<file path="src/hdl/elc_pkg.sv">
// package: constants, register map and types for the link control block
package elc_pkg;

    localparam int CLK_PERIOD_NS   = 40;
    localparam int TX_INIT_NS      = 400;
    localparam int TX_INIT_CYCLES  =
        (TX_INIT_NS + CLK_PERIOD_NS - 1) / CLK_PERIOD_NS;
    localparam int RX_ALIGN_NS     = 800;
    localparam int RX_ALIGN_CYCLES =
        (RX_ALIGN_NS + CLK_PERIOD_NS - 1) / CLK_PERIOD_NS;
    localparam int CNT_W           = 8;

    localparam int ADDR_W = 8;
    localparam logic [ADDR_W-1:0] REG_CTRL       = 8'h00;
    localparam logic [ADDR_W-1:0] REG_STATUS     = 8'h04;
    localparam logic [ADDR_W-1:0] REG_IRQ_STATUS = 8'h08;
    localparam logic [ADDR_W-1:0] REG_IRQ_CLEAR  = 8'h0C;
    localparam logic [ADDR_W-1:0] REG_IRQ_ENABLE = 8'h10;
    localparam logic [ADDR_W-1:0] REG_TX_PKT_CNT = 8'h14;
    localparam logic [ADDR_W-1:0] REG_RX_PKT_CNT = 8'h18;

    localparam int CTRL_W          = 6;
    localparam int CTRL_TX_PERMIT  = 0;
    localparam int CTRL_TX_LF      = 1;
    localparam int CTRL_TX_RF      = 2;
    localparam int CTRL_TX_IDLE    = 3;
    localparam int CTRL_RX_PERMIT  = 4;
    localparam int CTRL_RX_REALIGN = 5;
    localparam logic [CTRL_W-1:0] CTRL_RESET = 6'h10;

    localparam int EV_N          = 5;
    localparam int EV_TX_PKT     = 0;
    localparam int EV_RX_PKT     = 1;
    localparam int EV_RX_ALIGNED = 2;
    localparam int EV_REALIGN    = 3;
    localparam int EV_RX_FAULT   = 4;

    localparam int STAT_W = 6;

    typedef enum logic [2:0] {
        CODE_IDLE,
        CODE_DATA,
        CODE_END,
        CODE_LOCAL_FAULT,
        CODE_REMOTE_FAULT
    } elc_code_e;

    typedef enum logic [1:0] {TX_INIT, TX_IDLE, TX_PKT} elc_tx_state_e;

    typedef enum logic [2:0] {
        RX_RESET, RX_ALIGN, RX_OFF, RX_IDLE, RX_PKT
    } elc_rx_state_e;

endpackage

</file>
<file path="src/hdl/elc_irq_if.sv">
// interface: event, clear and enable signals between core and irq block
`timescale 1ns/1ns
interface elc_irq_if
    import elc_pkg::*;
#(
    parameter int N = EV_N
);
    logic [N-1:0] events;
    logic [N-1:0] clear;
    logic         enable_we;
    logic [N-1:0] enable_wdata;
    logic [N-1:0] status;
    logic [N-1:0] enable;
    logic         irq;

    modport core (output events, clear, enable_we, enable_wdata,
                  input  status, enable, irq);
    modport sink (input  events, clear, enable_we, enable_wdata,
                  output status, enable, irq);
endinterface

</file>
<file path="src/hdl/elc_irq.sv">
// module: sticky event status, enable mask and level interrupt
`timescale 1ns/1ns
module elc_irq
    import elc_pkg::*;
#(
    parameter int N = EV_N
)(
    input  wire logic pclk,
    input  wire logic presetn,
    elc_irq_if.sink   bus
);
    logic [N-1:0] status;
    logic [N-1:0] enable;

    // a new event wins over a clear in the same cycle
    always_ff @(posedge pclk or negedge presetn) begin
        if (!presetn) begin
            status <= '0;
            enable <= '0;
        end else begin
            status <= (status & ~bus.clear) | bus.events;
            if (bus.enable_we) begin
                enable <= bus.enable_wdata;
            end
        end
    end

    assign bus.status = status;
    assign bus.enable = enable;
    assign bus.irq    = |(status & enable);
endmodule

</file>
<file path="src/hdl/elc_link_ctrl.sv">
// module: transmit and receive link control with apb registers
//
// Implementation choices: the APB interface to the registers and the placing of the registers.
`timescale 1ns/1ns
module elc_link_ctrl
    import elc_pkg::*;
#(
    parameter int DATA_W = 64
)(
    input  wire logic              pclk,
    input  wire logic              presetn,
    input  wire logic              psel,
    input  wire logic              penable,
    input  wire logic              pwrite,
    input  wire logic [ADDR_W-1:0] paddr,
    input  wire logic [31:0]       pwdata,
    output logic [31:0]            prdata,
    output logic                   pready,
    output logic                   pslverr,
    output logic                   irq,
    input  wire logic              tx_word_valid,
    input  wire logic [DATA_W-1:0] tx_word_data,
    input  wire logic              tx_packet_end_seg0,
    output logic                   tx_word_ready,
    output elc_code_e              tx_link_code,
    output logic [DATA_W-1:0]      tx_link_data,
    output logic                   tx_encoder_init_flag,
    input  elc_code_e              rx_link_code,
    input  wire logic [DATA_W-1:0] rx_link_data,
    input  wire logic              rx_realign_request,
    output logic                   rx_word_valid,
    output logic [DATA_W-1:0]      rx_word_data,
    output logic                   rx_packet_end,
    output logic                   rx_aligned
);
    logic [CTRL_W-1:0] ctrl;
    logic [31:0]       tx_pkt_cnt;
    logic [31:0]       rx_pkt_cnt;
    logic              realign_meta;
    logic              realign_sync;

    elc_irq_if #(.N(EV_N)) irq_bus ();

    elc_irq #(.N(EV_N)) u_irq (
        .pclk    (pclk),
        .presetn (presetn),
        .bus     (irq_bus.sink)
    );

    // ---------------- apb slave ----------------
    wire apb_setup = psel & ~penable;
    wire apb_acc   = psel & penable;
    wire apb_wr    = apb_acc & pwrite;

    wire sel_ctrl  = (paddr == REG_CTRL);
    wire sel_stat  = (paddr == REG_STATUS);
    wire sel_ists  = (paddr == REG_IRQ_STATUS);
    wire sel_iclr  = (paddr == REG_IRQ_CLEAR);
    wire sel_ien   = (paddr == REG_IRQ_ENABLE);
    wire sel_txcnt = (paddr == REG_TX_PKT_CNT);
    wire sel_rxcnt = (paddr == REG_RX_PKT_CNT);
    wire addr_hit  = sel_ctrl | sel_stat | sel_ists | sel_iclr
                   | sel_ien | sel_txcnt | sel_rxcnt;

    assign pready  = 1'b1;
    assign pslverr = apb_acc & ~addr_hit;

    wire tx_permit  = ctrl[CTRL_TX_PERMIT];
    wire force_lf   = ctrl[CTRL_TX_LF];
    wire force_rf   = ctrl[CTRL_TX_RF];
    wire force_idle = ctrl[CTRL_TX_IDLE];
    wire rx_permit  = ctrl[CTRL_RX_PERMIT];

    // ---------------- transmit encoder ----------------
    elc_tx_state_e    tx_state;
    elc_tx_state_e    next_tx_state;
    logic [CNT_W-1:0] tx_init_cnt;
    elc_code_e        next_tx_code;

    wire tx_forced   = force_lf | force_rf | force_idle;
    wire tx_in_pkt   = (tx_state == TX_PKT);
    wire tx_init_end = (tx_init_cnt == CNT_W'(TX_INIT_CYCLES - 1));

    // forcing stalls the user; a started packet resumes afterwards
    assign tx_word_ready = ~tx_forced
                         & (tx_in_pkt
                         | ((tx_state == TX_IDLE) & tx_permit));

    wire tx_take = tx_word_valid & tx_word_ready;
    wire tx_last = tx_take & tx_packet_end_seg0;

    always_comb begin
        next_tx_state = tx_state;
        case (tx_state)
            TX_INIT: begin
                if (tx_init_end && !force_lf) begin
                    next_tx_state = TX_IDLE;
                end
            end
            TX_IDLE: begin
                if (force_lf) begin
                    next_tx_state = TX_INIT;
                end else if (tx_take && !tx_packet_end_seg0) begin
                    next_tx_state = TX_PKT;
                end
            end
            TX_PKT: begin
                if (tx_last) begin
                    next_tx_state = TX_IDLE;
                end
            end
            default: next_tx_state = TX_INIT;
        endcase
    end

    always_comb begin
        if (force_lf) begin
            next_tx_code = CODE_LOCAL_FAULT;
        end else if (force_rf) begin
            next_tx_code = CODE_REMOTE_FAULT;
        end else if (force_idle) begin
            next_tx_code = CODE_IDLE;
        end else if (tx_take) begin
            next_tx_code = tx_packet_end_seg0 ? CODE_END : CODE_DATA;
        end else begin
            next_tx_code = CODE_IDLE;
        end
    end

    always_ff @(posedge pclk or negedge presetn) begin
        if (!presetn) begin
            tx_state    <= TX_INIT;
            tx_init_cnt <= '0;
        end else begin
            tx_state <= next_tx_state;
            if (tx_state != TX_INIT) begin
                tx_init_cnt <= '0;
            end else if (!tx_init_end) begin
                tx_init_cnt <= tx_init_cnt + CNT_W'(1);
            end
        end
    end

    always_ff @(posedge pclk or negedge presetn) begin
        if (!presetn) begin
            tx_link_code <= CODE_IDLE;
            tx_link_data <= '0;
        end else begin
            tx_link_code <= next_tx_code;
            tx_link_data <= (next_tx_code == CODE_DATA
                             || next_tx_code == CODE_END)
                            ? tx_word_data : '0;
        end
    end

    assign tx_encoder_init_flag = (tx_state == TX_INIT);

    // ---------------- receive decoder ----------------
    elc_rx_state_e    rx_state;
    elc_rx_state_e    next_rx_state;
    logic [CNT_W-1:0] rx_align_cnt;

    // the second flop alone feeds the receive logic
    always_ff @(posedge pclk or negedge presetn) begin
        if (!presetn) begin
            realign_meta <= 1'b0;
            realign_sync <= 1'b0;
        end else begin
            realign_meta <= rx_realign_request;
            realign_sync <= realign_meta;
        end
    end

    wire rx_realign   = realign_sync | ctrl[CTRL_RX_REALIGN];
    wire rx_is_data   = (rx_link_code == CODE_DATA)
                      | (rx_link_code == CODE_END);
    wire rx_is_end    = (rx_link_code == CODE_END);
    wire rx_is_fault  = (rx_link_code == CODE_LOCAL_FAULT)
                      | (rx_link_code == CODE_REMOTE_FAULT);
    wire rx_align_end = (rx_align_cnt == CNT_W'(RX_ALIGN_CYCLES - 1));
    wire rx_run       = (rx_state == RX_IDLE) | (rx_state == RX_PKT)
                      | (rx_state == RX_OFF);

    // new packets start only in idle with permit; a packet in progress
    // runs to its end even after permit falls
    wire rx_deliver = ~rx_realign & rx_is_data
                    & (((rx_state == RX_IDLE) & rx_permit)
                    | (rx_state == RX_PKT));

    always_comb begin
        next_rx_state = rx_state;
        case (rx_state)
            RX_RESET: begin
                next_rx_state = RX_ALIGN;
            end
            RX_ALIGN: begin
                if (rx_align_end) begin
                    next_rx_state = rx_permit ? RX_IDLE : RX_OFF;
                end
            end
            RX_IDLE: begin
                if (!rx_permit) begin
                    next_rx_state = RX_OFF;
                end else if (rx_is_data && !rx_is_end) begin
                    next_rx_state = RX_PKT;
                end
            end
            RX_PKT: begin
                if (rx_is_end || !rx_is_data) begin
                    next_rx_state = rx_permit ? RX_IDLE : RX_OFF;
                end
            end
            RX_OFF: begin
                // resume only between packets
                if (rx_permit && !rx_is_data) begin
                    next_rx_state = RX_IDLE;
                end
            end
            default: next_rx_state = RX_RESET;
        endcase
        if (rx_realign) begin
            next_rx_state = RX_RESET;
        end
    end

    always_ff @(posedge pclk or negedge presetn) begin
        if (!presetn) begin
            rx_state     <= RX_RESET;
            rx_align_cnt <= '0;
        end else begin
            rx_state <= next_rx_state;
            if (rx_state != RX_ALIGN) begin
                rx_align_cnt <= '0;
            end else if (!rx_align_end) begin
                rx_align_cnt <= rx_align_cnt + CNT_W'(1);
            end
        end
    end

    always_ff @(posedge pclk or negedge presetn) begin
        if (!presetn) begin
            rx_word_valid <= 1'b0;
            rx_word_data  <= '0;
            rx_packet_end <= 1'b0;
        end else begin
            rx_word_valid <= rx_deliver;
            rx_word_data  <= rx_deliver ? rx_link_data : '0;
            rx_packet_end <= rx_deliver & rx_is_end;
        end
    end

    assign rx_aligned = rx_run;

    // ---------------- statistics ----------------
    always_ff @(posedge pclk or negedge presetn) begin
        if (!presetn) begin
            tx_pkt_cnt <= '0;
            rx_pkt_cnt <= '0;
        end else begin
            if (tx_last) begin
                tx_pkt_cnt <= tx_pkt_cnt + 32'h00000001;
            end
            if (rx_deliver && rx_is_end) begin
                rx_pkt_cnt <= rx_pkt_cnt + 32'h00000001;
            end
        end
    end

    // ---------------- events ----------------
    logic [EV_N-1:0] ev;
    always_comb begin
        ev                = '0;
        ev[EV_TX_PKT]     = tx_last;
        ev[EV_RX_PKT]     = rx_deliver & rx_is_end;
        ev[EV_RX_ALIGNED] = (rx_state == RX_ALIGN) & rx_align_end
                          & ~rx_realign;
        ev[EV_REALIGN]    = rx_realign & (rx_state != RX_RESET);
        ev[EV_RX_FAULT]   = rx_run & rx_is_fault & ~rx_realign;
    end

    assign irq_bus.events       = ev;
    assign irq_bus.clear        = (apb_wr & sel_iclr)
                                ? pwdata[EV_N-1:0] : '0;
    assign irq_bus.enable_we    = apb_wr & sel_ien;
    assign irq_bus.enable_wdata = pwdata[EV_N-1:0];
    assign irq                  = irq_bus.irq;

    // ---------------- register write and read ----------------
    always_ff @(posedge pclk or negedge presetn) begin
        if (!presetn) begin
            ctrl <= CTRL_RESET;
        end else if (apb_wr && sel_ctrl) begin
            ctrl <= pwdata[CTRL_W-1:0];
        end
    end

    wire [STAT_W-1:0] live_status = {
        realign_sync,
        rx_state == RX_OFF,
        rx_state == RX_PKT,
        rx_run,
        tx_in_pkt,
        tx_encoder_init_flag
    };

    wire [31:0] rd_mux =
        sel_ctrl  ? {{(32-CTRL_W){1'b0}}, ctrl} :
        sel_stat  ? {{(32-STAT_W){1'b0}}, live_status} :
        sel_ists  ? {{(32-EV_N){1'b0}}, irq_bus.status} :
        sel_ien   ? {{(32-EV_N){1'b0}}, irq_bus.enable} :
        sel_txcnt ? tx_pkt_cnt :
        sel_rxcnt ? rx_pkt_cnt :
                    32'h00000000;

    // read data is caught in the setup cycle and held through access
    always_ff @(posedge pclk or negedge presetn) begin
        if (!presetn) begin
            prdata <= '0;
        end else if (apb_setup && !pwrite) begin
            prdata <= rd_mux;
        end
    end
endmodule

</file>
<file path="config.mk">
export PLATFORM = sky130hd
export DESIGN_NAME = elc_link_ctrl
export DESIGN_NICKNAME = d
export VERILOG_FILES = /design/src/hdl/elc_pkg.sv /design/src/hdl/elc_irq_if.sv /design/src/hdl/elc_irq.sv /design/src/hdl/elc_link_ctrl.sv
export SDC_FILE = /design/constraint.sdc
export NUM_CORES = 1
export LEC_CHECK = 0
export BUFFER_PORTS_ARGS = -buffer_cell sky130_fd_sc_hd__buf_2
export CAP_MARGIN = 20
export CORE_MARGIN = 2
export CORE_UTILIZATION = 35
export CTS_CLUSTER_DIAMETER = 100
export CTS_CLUSTER_SIZE = 30
export DETAILED_ROUTE_END_ITERATION = 8
export GPL_ROUTABILITY_DRIVEN = 0
export PLACE_DENSITY_LB_ADDON = 0.25
export RECOVER_POWER = 100
export SYNTH_ARGS = -nofsm -noshare
export SYNTH_HDL_FRONTEND = slang
export SYNTH_SLANG_ARGS = --single-unit
</file>
<file path="constraint.sdc">
create_clock -name pclk -period 6.42 [get_ports pclk]
set_clock_uncertainty 0.05 [all_clocks]
set_input_delay 1.284 -clock pclk [delete_from_list [all_inputs] [get_ports pclk]]
set_output_delay 1.284 -clock pclk [all_outputs]
set_load 0.1 [all_outputs]
</file>
==> load_flow_metrics.sql, run 1 <==
INSERT INTO impl_metrics (metric_group, metric, value, unit) VALUES
('sta', 'clock.fmax', '222', 'MHz'),
('synthesis', 'ys_ff_latch', '268', ''),
('setup_path', 'crit_chain', 'buf_2, or3_1, nor3_1, a21oi_1, clkbuf_1', ''),
('global_routing', 'global_route.usage.total', '17.9', '%'),
('die', 'placeableCoreArea', '30500', 'um2'),
('sta', 'slew_headroom', '-142', '%'),
('final_layout', 'layout.cells.most_common', 'dfrtp_1', ''),
('global_routing', 'grt_pass1_wl', '46.3', 'mm'),
('setup_path', 'top_delay_family_on_crit_path', 'simple AND/OR/NAND/NOR gates', ''),
('setup_path', 'crit_path_max_fanout', '7', ''),
('setup_path', 'critPathLaunchType', 'input port', ''),
('global_routing', 'grt_max_degree', '149', ''),
('die', 'die_height', '180', 'um'),
('sta', 'finalHoldViolations', '0', ''),
('setup_path', 'worstSetupEndpointType', 'output port', ''),
('clocking', 'clock_root_buffer', 'clkbuf_16', ''),
('sta', 'setup-violations-final', '0', ''),
('placed_design', 'dp.final_hpwl', '21.4', 'mm'),
('route', 'drt-vias-per-instance', '4.82', ''),
('synthesis', 'synth_top_area_share', '61.9', '%'),
('clocking', 'post_cts_resized', '0', ''),
('die', 'fp.dieW', '180', 'um'),
('power_and_ir_drop', 'cell_leakage_power', '0.00609', 'uW'),
('power_and_ir_drop', 'power_density', '304', 'nW/um2'),
('die', 'floorplan.initialDensity', '35.4', '%'),
('setup_path', 'regToRegSetupSlack', '2940', 'ps'),
('final_layout', 'synthToLayoutAreaGrowth', '20.6', '%'),
('clocking', 'clock_buffer_depth', '3', ''),
('placed_design', 'numPortBuffers', '322', ''),
('die', 'die_area', '32300', 'um2'),
('setup_path', 'critical_path_buf_inv_count', '2', ''),
('sta', 'setup_repair_after_global_routing_missed_its_margin', 'false', ''),
('power_and_ir_drop', 'ir_worst_vdd', '0.189', 'mV'),
('synthesis', 'avgSynthCellArea', '11.6', 'um2'),
('synthesis', 'synth_edf_count', '0', ''),
('sta', 'fin_crit_sh', '70.2', '%'),
('synthesis', 'async_reset_ff_share', '100', '%'),
('outcome', 'outcome', 'complete, but fails checks', ''),
('placed_design', 'pre_cts_slack', '2400', 'ps'),
('setup_path', 'setup.worst_path.class', 'in2out', ''),
('synthesis', 'synth_seq_area_share', '62.2', '%'),
('global_routing', 'number_of_antenna_violations_at_the_first_check_in_global_routing', '10', ''),
('die', 'total_i_o_pin_count', '350', ''),
('route', 'postRouteAntennaNets', '0', ''),
('clocking', 'cts.htree.levels', '1', ''),
('route', 'drtIter0Drc', '412', ''),
('synthesis', 'synth_fp_nets', '1111', ''),
('synthesis', 'ys_top_cells_by_area', 'dfrtp_1, and2_1, xnor2_1', ''),
('die', 'num_rows', '64', ''),
('sta', 'max_slew.worst_pin.slew', '3630', 'ps'),
('synthesis', 'synthesized_cell_area', '10800', 'um2'),
('setup_path', 'slowest_delay', '650', 'ps'),
('final_layout', 'final_layout_size_suffix_gt1_share', '15.8', '%'),
('clocking', 'cts_made_buffers', '14', ''),
('synthesis', 'yosysTopAreaCell', 'dfrtp_1', ''),
('final_layout', 'nNetsFinal', '1419', ''),
('global_routing', 'via_count_of_the_first_global_routing_pass', '8281', ''),
('clocking', 'worstSkewPairLatency', '510', 'ps'),
('sta', 'tns', '0', 'ps'),
('synthesis', 'ys_types', '66', ''),
('global_routing', 'global_route.overflow_total', '0', ''),
('route', 'drt-wirelength-per-cell', '17.6', 'um'),
('setup_path', 'critical_path.slowest_cell', 'nor3_1', ''),
('synthesis', 'synth.yosys.warnings', '0', ''),
('clocking', 'cts_hold_buf', '0', ''),
('sta', 'timing.final.max_slew_violations', '202', ''),
('route', 'route.vias.total', '7910', ''),
('route', 'drtPass1Iterations', '5', ''),
('job', 'max_cap_violations', '4', ''),
('sta', 'min_clock_period_post_route', '4500', 'ps'),
('setup_path', 'worst-endpoint-required', '5090', 'ps'),
('clocking', 'tritoncts_num_sinks', '268', ''),
('route', 'detail_route.wirelength', '28.9', 'mm'),
('synthesis', 'dominantRegCellSynth', 'dfrtp_1', ''),
('route', 'drc_errors', '0', ''),
('sta', 'setup_ws', '1920', 'ps'),
('setup_path', 'crit_arrival', '3170', 'ps'),
('outcome', 'failed_checks', 'capacitance limit, slew limit', ''),
('synthesis', 'syn_inst', '927', ''),
('clocking', 'cts.clk_slew.worst_paths', '120', 'ps'),
('clocking', 'setup_repair_bufs_after_cts', '0', ''),
('final_layout', 'commonest_non_fill_non_tap_cells_in_the_layout', 'dfrtp_1, clkbuf_1, buf_2', ''),
('hold_path', 'hold_path.class', 'reg2reg', ''),
('clocking', 'clock_tree_from_tritoncts', 'done', '');
## cell families after synthesis
group | synth area share (%)
AOI/OAI and AO/OA | 7.26
xor gates and xnor gates | 5.92
adders and majority gates | 0.580
buffers and inverters | 1.94
DFF | 62.2
muxes | 1.84
other | 0.0347
and+or+nand+nor | 20.3
## flip-flops by register name (all words and copies together) (netlist names)
signal            cells
rx_word_data         64
tx_link_data         64
prdata               32
rx_pkt_cnt           32
tx_pkt_cnt           32
rx_align_cnt          8
tx_init_cnt           8
ctrl                  6
u_irq.bus.enable      5
u_irq.bus.status      5
rx_state              3
tx_link_code          3
tx_state              2
realign_meta          1
realign_sync          1
rx_packet_end         1
rx_word_valid         1
## layer usage
layer  track usage (%)  routed length, um  part of all wire [%]  up-vias
met2              31.0              14500                    50      205
li1                  -                  -                     -     3754
met3              6.77               2520                   8.7       38
met1              21.2              11300                    39     3907
met5                 0                 40                  0.14        -
met4              3.67                524                   1.8        6
## power breakdown
part | leakage [uW] | total (uW) | internal (uW) | switching [uW]
clock | 0.000220 | 1040 | 452 | 592
sequential | 0.00366 | 1860 | 1800 | 67.0
combinational | 0.00222 | 1050 | 167 | 883
total | 0.00609 | 3960 | 2410 | 1540
## through the flow
step | cell area (um2) | hold WS [ps] | util [%] | instances | total power [uW]
floorplan | 10800 | 281 | - | 927 | 2720
global placement | 12800 | 314 | 42.1 | 1614 | 2980
detailed placement | 12800 | 318 | 42.1 | 1614 | 2980
CTS | 13300 | 331 | 43.6 | 1636 | 4050
global route | 13000 | 345 | 42.6 | 1639 | 4140
finish | 13000 | 334 | 42.6 | 1642 | 3960
## synth_stat cells (all sizes together) (18+ instances only)
master    n
and2    132
xor2     31
nand2    77
o21ai    37
and3     18
xnor2    42
nand3    37
clkbuf   30
dfrtp   267
nor2     46
a22oi    29
nand4    18
nor3     21
## final timing paths
kind | start | to | cells after the start
worst max register to register | ctrl[1]$_DFFE_PN0P_ | tx_state[0]$_DFFE_PN0P_ | 6
min in group asynchronous | presetn | rx_pkt_cnt[3]$_DFFE_PN0P_ | 1
worst max-delay path | paddr[5] | pslverr | 5
worst min-delay path | realign_meta$_DFF_PN0_ | realign_sync$_DFF_PN0_ | 0
max in group asynchronous | presetn | rx_word_data[50]$_DFF_PN0_ | 2
worst min register to register | realign_meta$_DFF_PN0_ | realign_sync$_DFF_PN0_ | 0
## worst register-to-register path: stages (launching register included)
cell and delay (ps):
dfrtp_1 470, or3_1 460, a211oi_4 220, clkbuf_1 1640, nand2b_1 220, a21oi_1 230, o31ai_1 80
## area by class of cell
type	instances	area (um2)
Inverter	15	56.3
Fill cell	2999	17500
Clock buffer	17	383
Clock inverter	5	73.8
Multi-Input combinational cell	607	3830
Antenna cell	5	12.5
Tap cell	396	495
Timing Repair Buffer	329	1450
Sequential cell	268	6710
Note: power is estimated with default switching activity, not from simulation.
==> inputs of run 2 (changes only) <==
ABC_AREA = 1   (was unset)
clock period = 4.3 ns   (was 6.42 ns; I/O delays follow)
==> load_flow_metrics.sql, run 2 <==
INSERT INTO impl_metrics (metric_group, metric, value, unit) VALUES
('final_layout', 'ff_latch_area', '6710', 'um2'),
('route', 'drtIter0Drc', '611', ''),
('synthesis', 'async_reset_ff_share', '100', '%'),
('synthesis', 'synth-simple-area-share', '27.9', '%'),
('clocking', 'cts_hold_buf', '0', ''),
('clocking', 'worstSkewPairLatency', '510', 'ps'),
('setup_path', 'setup.worst_path.class', 'in2reg', ''),
('sta', 'setup-violations-final', '0', ''),
('die', 'floorplan.initialDensity', '35.5', '%'),
('sta', 'setup_repair_after_global_routing_missed_its_margin', 'false', ''),
('final_layout', 'filler_cell_count', '3658', ''),
('die', 'die_area', '36500', 'um2'),
('route', 'drt-wirelength-per-cell', '15.0', 'um'),
('clocking', 'cts_made_buffers', '15', ''),
('power_and_ir_drop', 'power_density', '408', 'nW/um2'),
('synthesis', 'ys_top_cells_by_area', 'dfrtp_1, nand2_1, nor2_1', ''),
('synthesis', 'ys_types', '41', ''),
('die', 'die_height', '191', 'um'),
('die', 'fp.dieW', '191', 'um'),
('placed_design', 'pre_cts_slack', '1440', 'ps'),
('route', 'drtPass1Iterations', '5', ''),
('die', 'total_i_o_pin_count', '350', ''),
('setup_path', 'crit_path_max_fanout', '32', ''),
('hold_path', 'hold_path.class', 'reg2reg', ''),
('die', 'placeableCoreArea', '34500', 'um2'),
('power_and_ir_drop', 'ir_worst_vdd', '0.406', 'mV'),
('final_layout', 'nNetsFinal', '2042', ''),
('clocking', 'tritoncts_num_sinks', '268', ''),
('sta', 'clock.fmax', '299', 'MHz'),
('synthesis', 'avgSynthCellArea', '7.95', 'um2'),
('synthesis', 'yosys.area_share.xor_xnor', '2.36', '%'),
('final_layout', 'area_of_all_placed_cells_without_fillers', '14500', 'um2'),
('final_layout', 'final_layout_size_suffix_gt1_share', '10.3', '%'),
('clocking', 'clock_buffer_depth', '3', ''),
('setup_path', 'worst-endpoint-required', '4710', 'ps'),
('final_layout', 'synthToLayoutAreaGrowth', '18.4', '%'),
('route', 'postRouteAntennaNets', '0', ''),
('route', 'drt-vias-per-instance', '4.63', ''),
('setup_path', 'worstSetupEndpointType', 'register', ''),
('sta', 'slew_headroom', '-21.4', '%'),
('synthesis', 'synth_seq_area_share', '54.7', '%'),
('power_and_ir_drop', 'cell_leakage_power', '0.00778', 'uW'),
('sta', 'tns', '0', 'ps'),
('clocking', 'clock_tree_from_tritoncts', 'done', ''),
('global_routing', 'global_route.usage.total', '18.8', '%'),
('global_routing', 'global_route.overflow_total', '0', ''),
('clocking', 'cts.htree.levels', '1', ''),
('synthesis', 'ys_ff_latch', '268', ''),
('clocking', 'cts.clk_slew.worst_paths', '110', 'ps'),
('synthesis', 'synth_edf_count', '0', ''),
('power_and_ir_drop', 'power', '5920', 'uW'),
('synthesis', 'synth-adder-area-share', '0.510', '%'),
('clocking', 'post_cts_resized', '0', ''),
('global_routing', 'number_of_antenna_violations_at_the_first_check_in_global_routing', '5', ''),
('final_layout', 'layout.cells.most_common', 'nand2_1', ''),
('die', 'num_rows', '68', ''),
('global_routing', 'grt_pass1_wl', '54.3', 'mm'),
('clocking', 'setup_repair_bufs_after_cts', '0', ''),
('placed_design', 'numPortBuffers', '322', ''),
('synthesis', 'synth.yosys.warnings', '0', ''),
('final_layout', 'multi_input_area', '4390', 'um2'),
('synthesis', 'yosysTopAreaCell', 'dfrtp_1', ''),
('sta', 'max_slew.worst_pin.slew', '1820', 'ps'),
('setup_path', 'crit_arrival', '3750', 'ps'),
('synthesis', 'dominantRegCellSynth', 'dfrtp_1', ''),
('route', 'route.vias.total', '10740', ''),
('synthesis', 'synth_fp_nets', '1726', ''),
('final_layout', 'finalNonFillerCells', '2321', ''),
('synthesis', 'post_synth_most_frequent_cells', 'nand2_1, nor2_1, dfrtp_1, inv_1, nand3_1', ''),
('final_layout', 'commonest_non_fill_non_tap_cells_in_the_layout', 'nand2_1, nor2_1, dfrtp_1', ''),
('setup_path', 'critPathLaunchType', 'input port', ''),
('synthesis', 'synthesized_cell_area', '12300', 'um2'),
('global_routing', 'grt_max_degree', '127', ''),
('placed_design', 'placedInstanceArea', '14300', 'um2'),
('clocking', 'clock_root_buffer', 'clkbuf_16', ''),
('synthesis', 'synth_compound_gate_area_share', '5.25', '%'),
('sta', 'setup_ws', '953', 'ps'),
('sta', 'finalHoldViolations', '0', ''),
('outcome', 'outcome', 'complete, but fails checks', ''),
('placed_design', 'dp.final_hpwl', '26.5', 'mm'),
('route', 'detail_route.wirelength', '34.8', 'mm'),
('route', 'drc_errors', '0', ''),
('sta', 'fin_crit_sh', '77.8', '%'),
('global_routing', 'via_count_of_the_first_global_routing_pass', '10264', ''),
('synthesis', 'post-synth-top-count-cell', 'nand2_1', ''),
('synthesis', 'largest_family_of_logic_cells_by_synthesized_area', 'simple AND/OR/NAND/NOR gates', ''),
('synthesis', 'muxShareOfSynthArea', '0', '%'),
('sta', 'min_clock_period_post_route', '3350', 'ps'),
('job', 'max_cap_violations', '4', ''),
('outcome', 'failed_checks', 'capacitance limit, slew limit', ''),
('synthesis', 'synth_top_area_share', '54.5', '%'),
('sta', 'timing.final.max_slew_violations', '149', ''),
('synthesis', 'syn_inst', '1542', ''),
('final_layout', 'top_regs', 'rx_word_data x64, tx_link_data x64', ''),
('placed_design', 'dp_cell_count', '2295', '');
-- run 2: path summary, 6_finish.rpt --
check                      cells past startpoint               startpoint  slack [ps]                    endpoint
setup reg to reg                               7  tx_state[0]$_DFFE_PN0P_        1390  tx_link_data[56]$_DFF_PN0_
hold reg to reg                                0   realign_meta$_DFF_PN0_         320      realign_sync$_DFF_PN0_
setup / recovery                               7                  penable         950       prdata[8]$_DFFE_PN0P_
min in group asynchronous                      1                  presetn         420   rx_pkt_cnt[0]$_DFFE_PN0P_
max in group asynchronous                      2                  presetn        1540   tx_pkt_cnt[1]$_DFFE_PN0P_
hold / removal                                 0   realign_meta$_DFF_PN0_         320      realign_sync$_DFF_PN0_
-- run 2: metal layers --
layer  track usage [%]  share of wire [%]
met1              23.8                 41
met2              31.8                 49
met3              4.63                7.3
met4              5.24                2.5
met5                 0              0.037
-- run 2: through the flow --
step                      util (%)  hold WS (ps)
after floorplan                  -           281
after global placement        41.5           290
after detailed placement      41.5           298
after CTS                     42.9           325
after global routing          42.0           330
final                         42.0           319
-- run 2: power breakdown --
part	total (uW)	switching (uW)	internal [uW]
registers	2890	179	2720
logic	1400	1110	296
clock network	1620	935	689
-- run 2: kinds of logic (layout without fill, tap and decap cells) --
logic type,Yosys count,in the layout
buf+inv,277,599
xor+xnor,33,33
flops,268,268
simple gates,842,842
fa+ha+maj,5,5
compound gates,116,116
other cells,1,3
-- run 2: layout make-up --
type	instances	share of cell area, %
sequential	268	46.2
clock buffer	15	2.59
clock inverter	8	0.664
inverter	243	6.28
antenna	2	0.0345
timing repair buffer	333	10.1
tap	455	3.92
multi-input combinational	997	30.2
-- run 2: worst max-delay path, cell delays in order --
cell	delay, ps
buf_2	120
nor3_4	160
clkbuf_1	1180
clkinv_1	390
clkbuf_2	560
a21oi_1	320
a21o_1	110
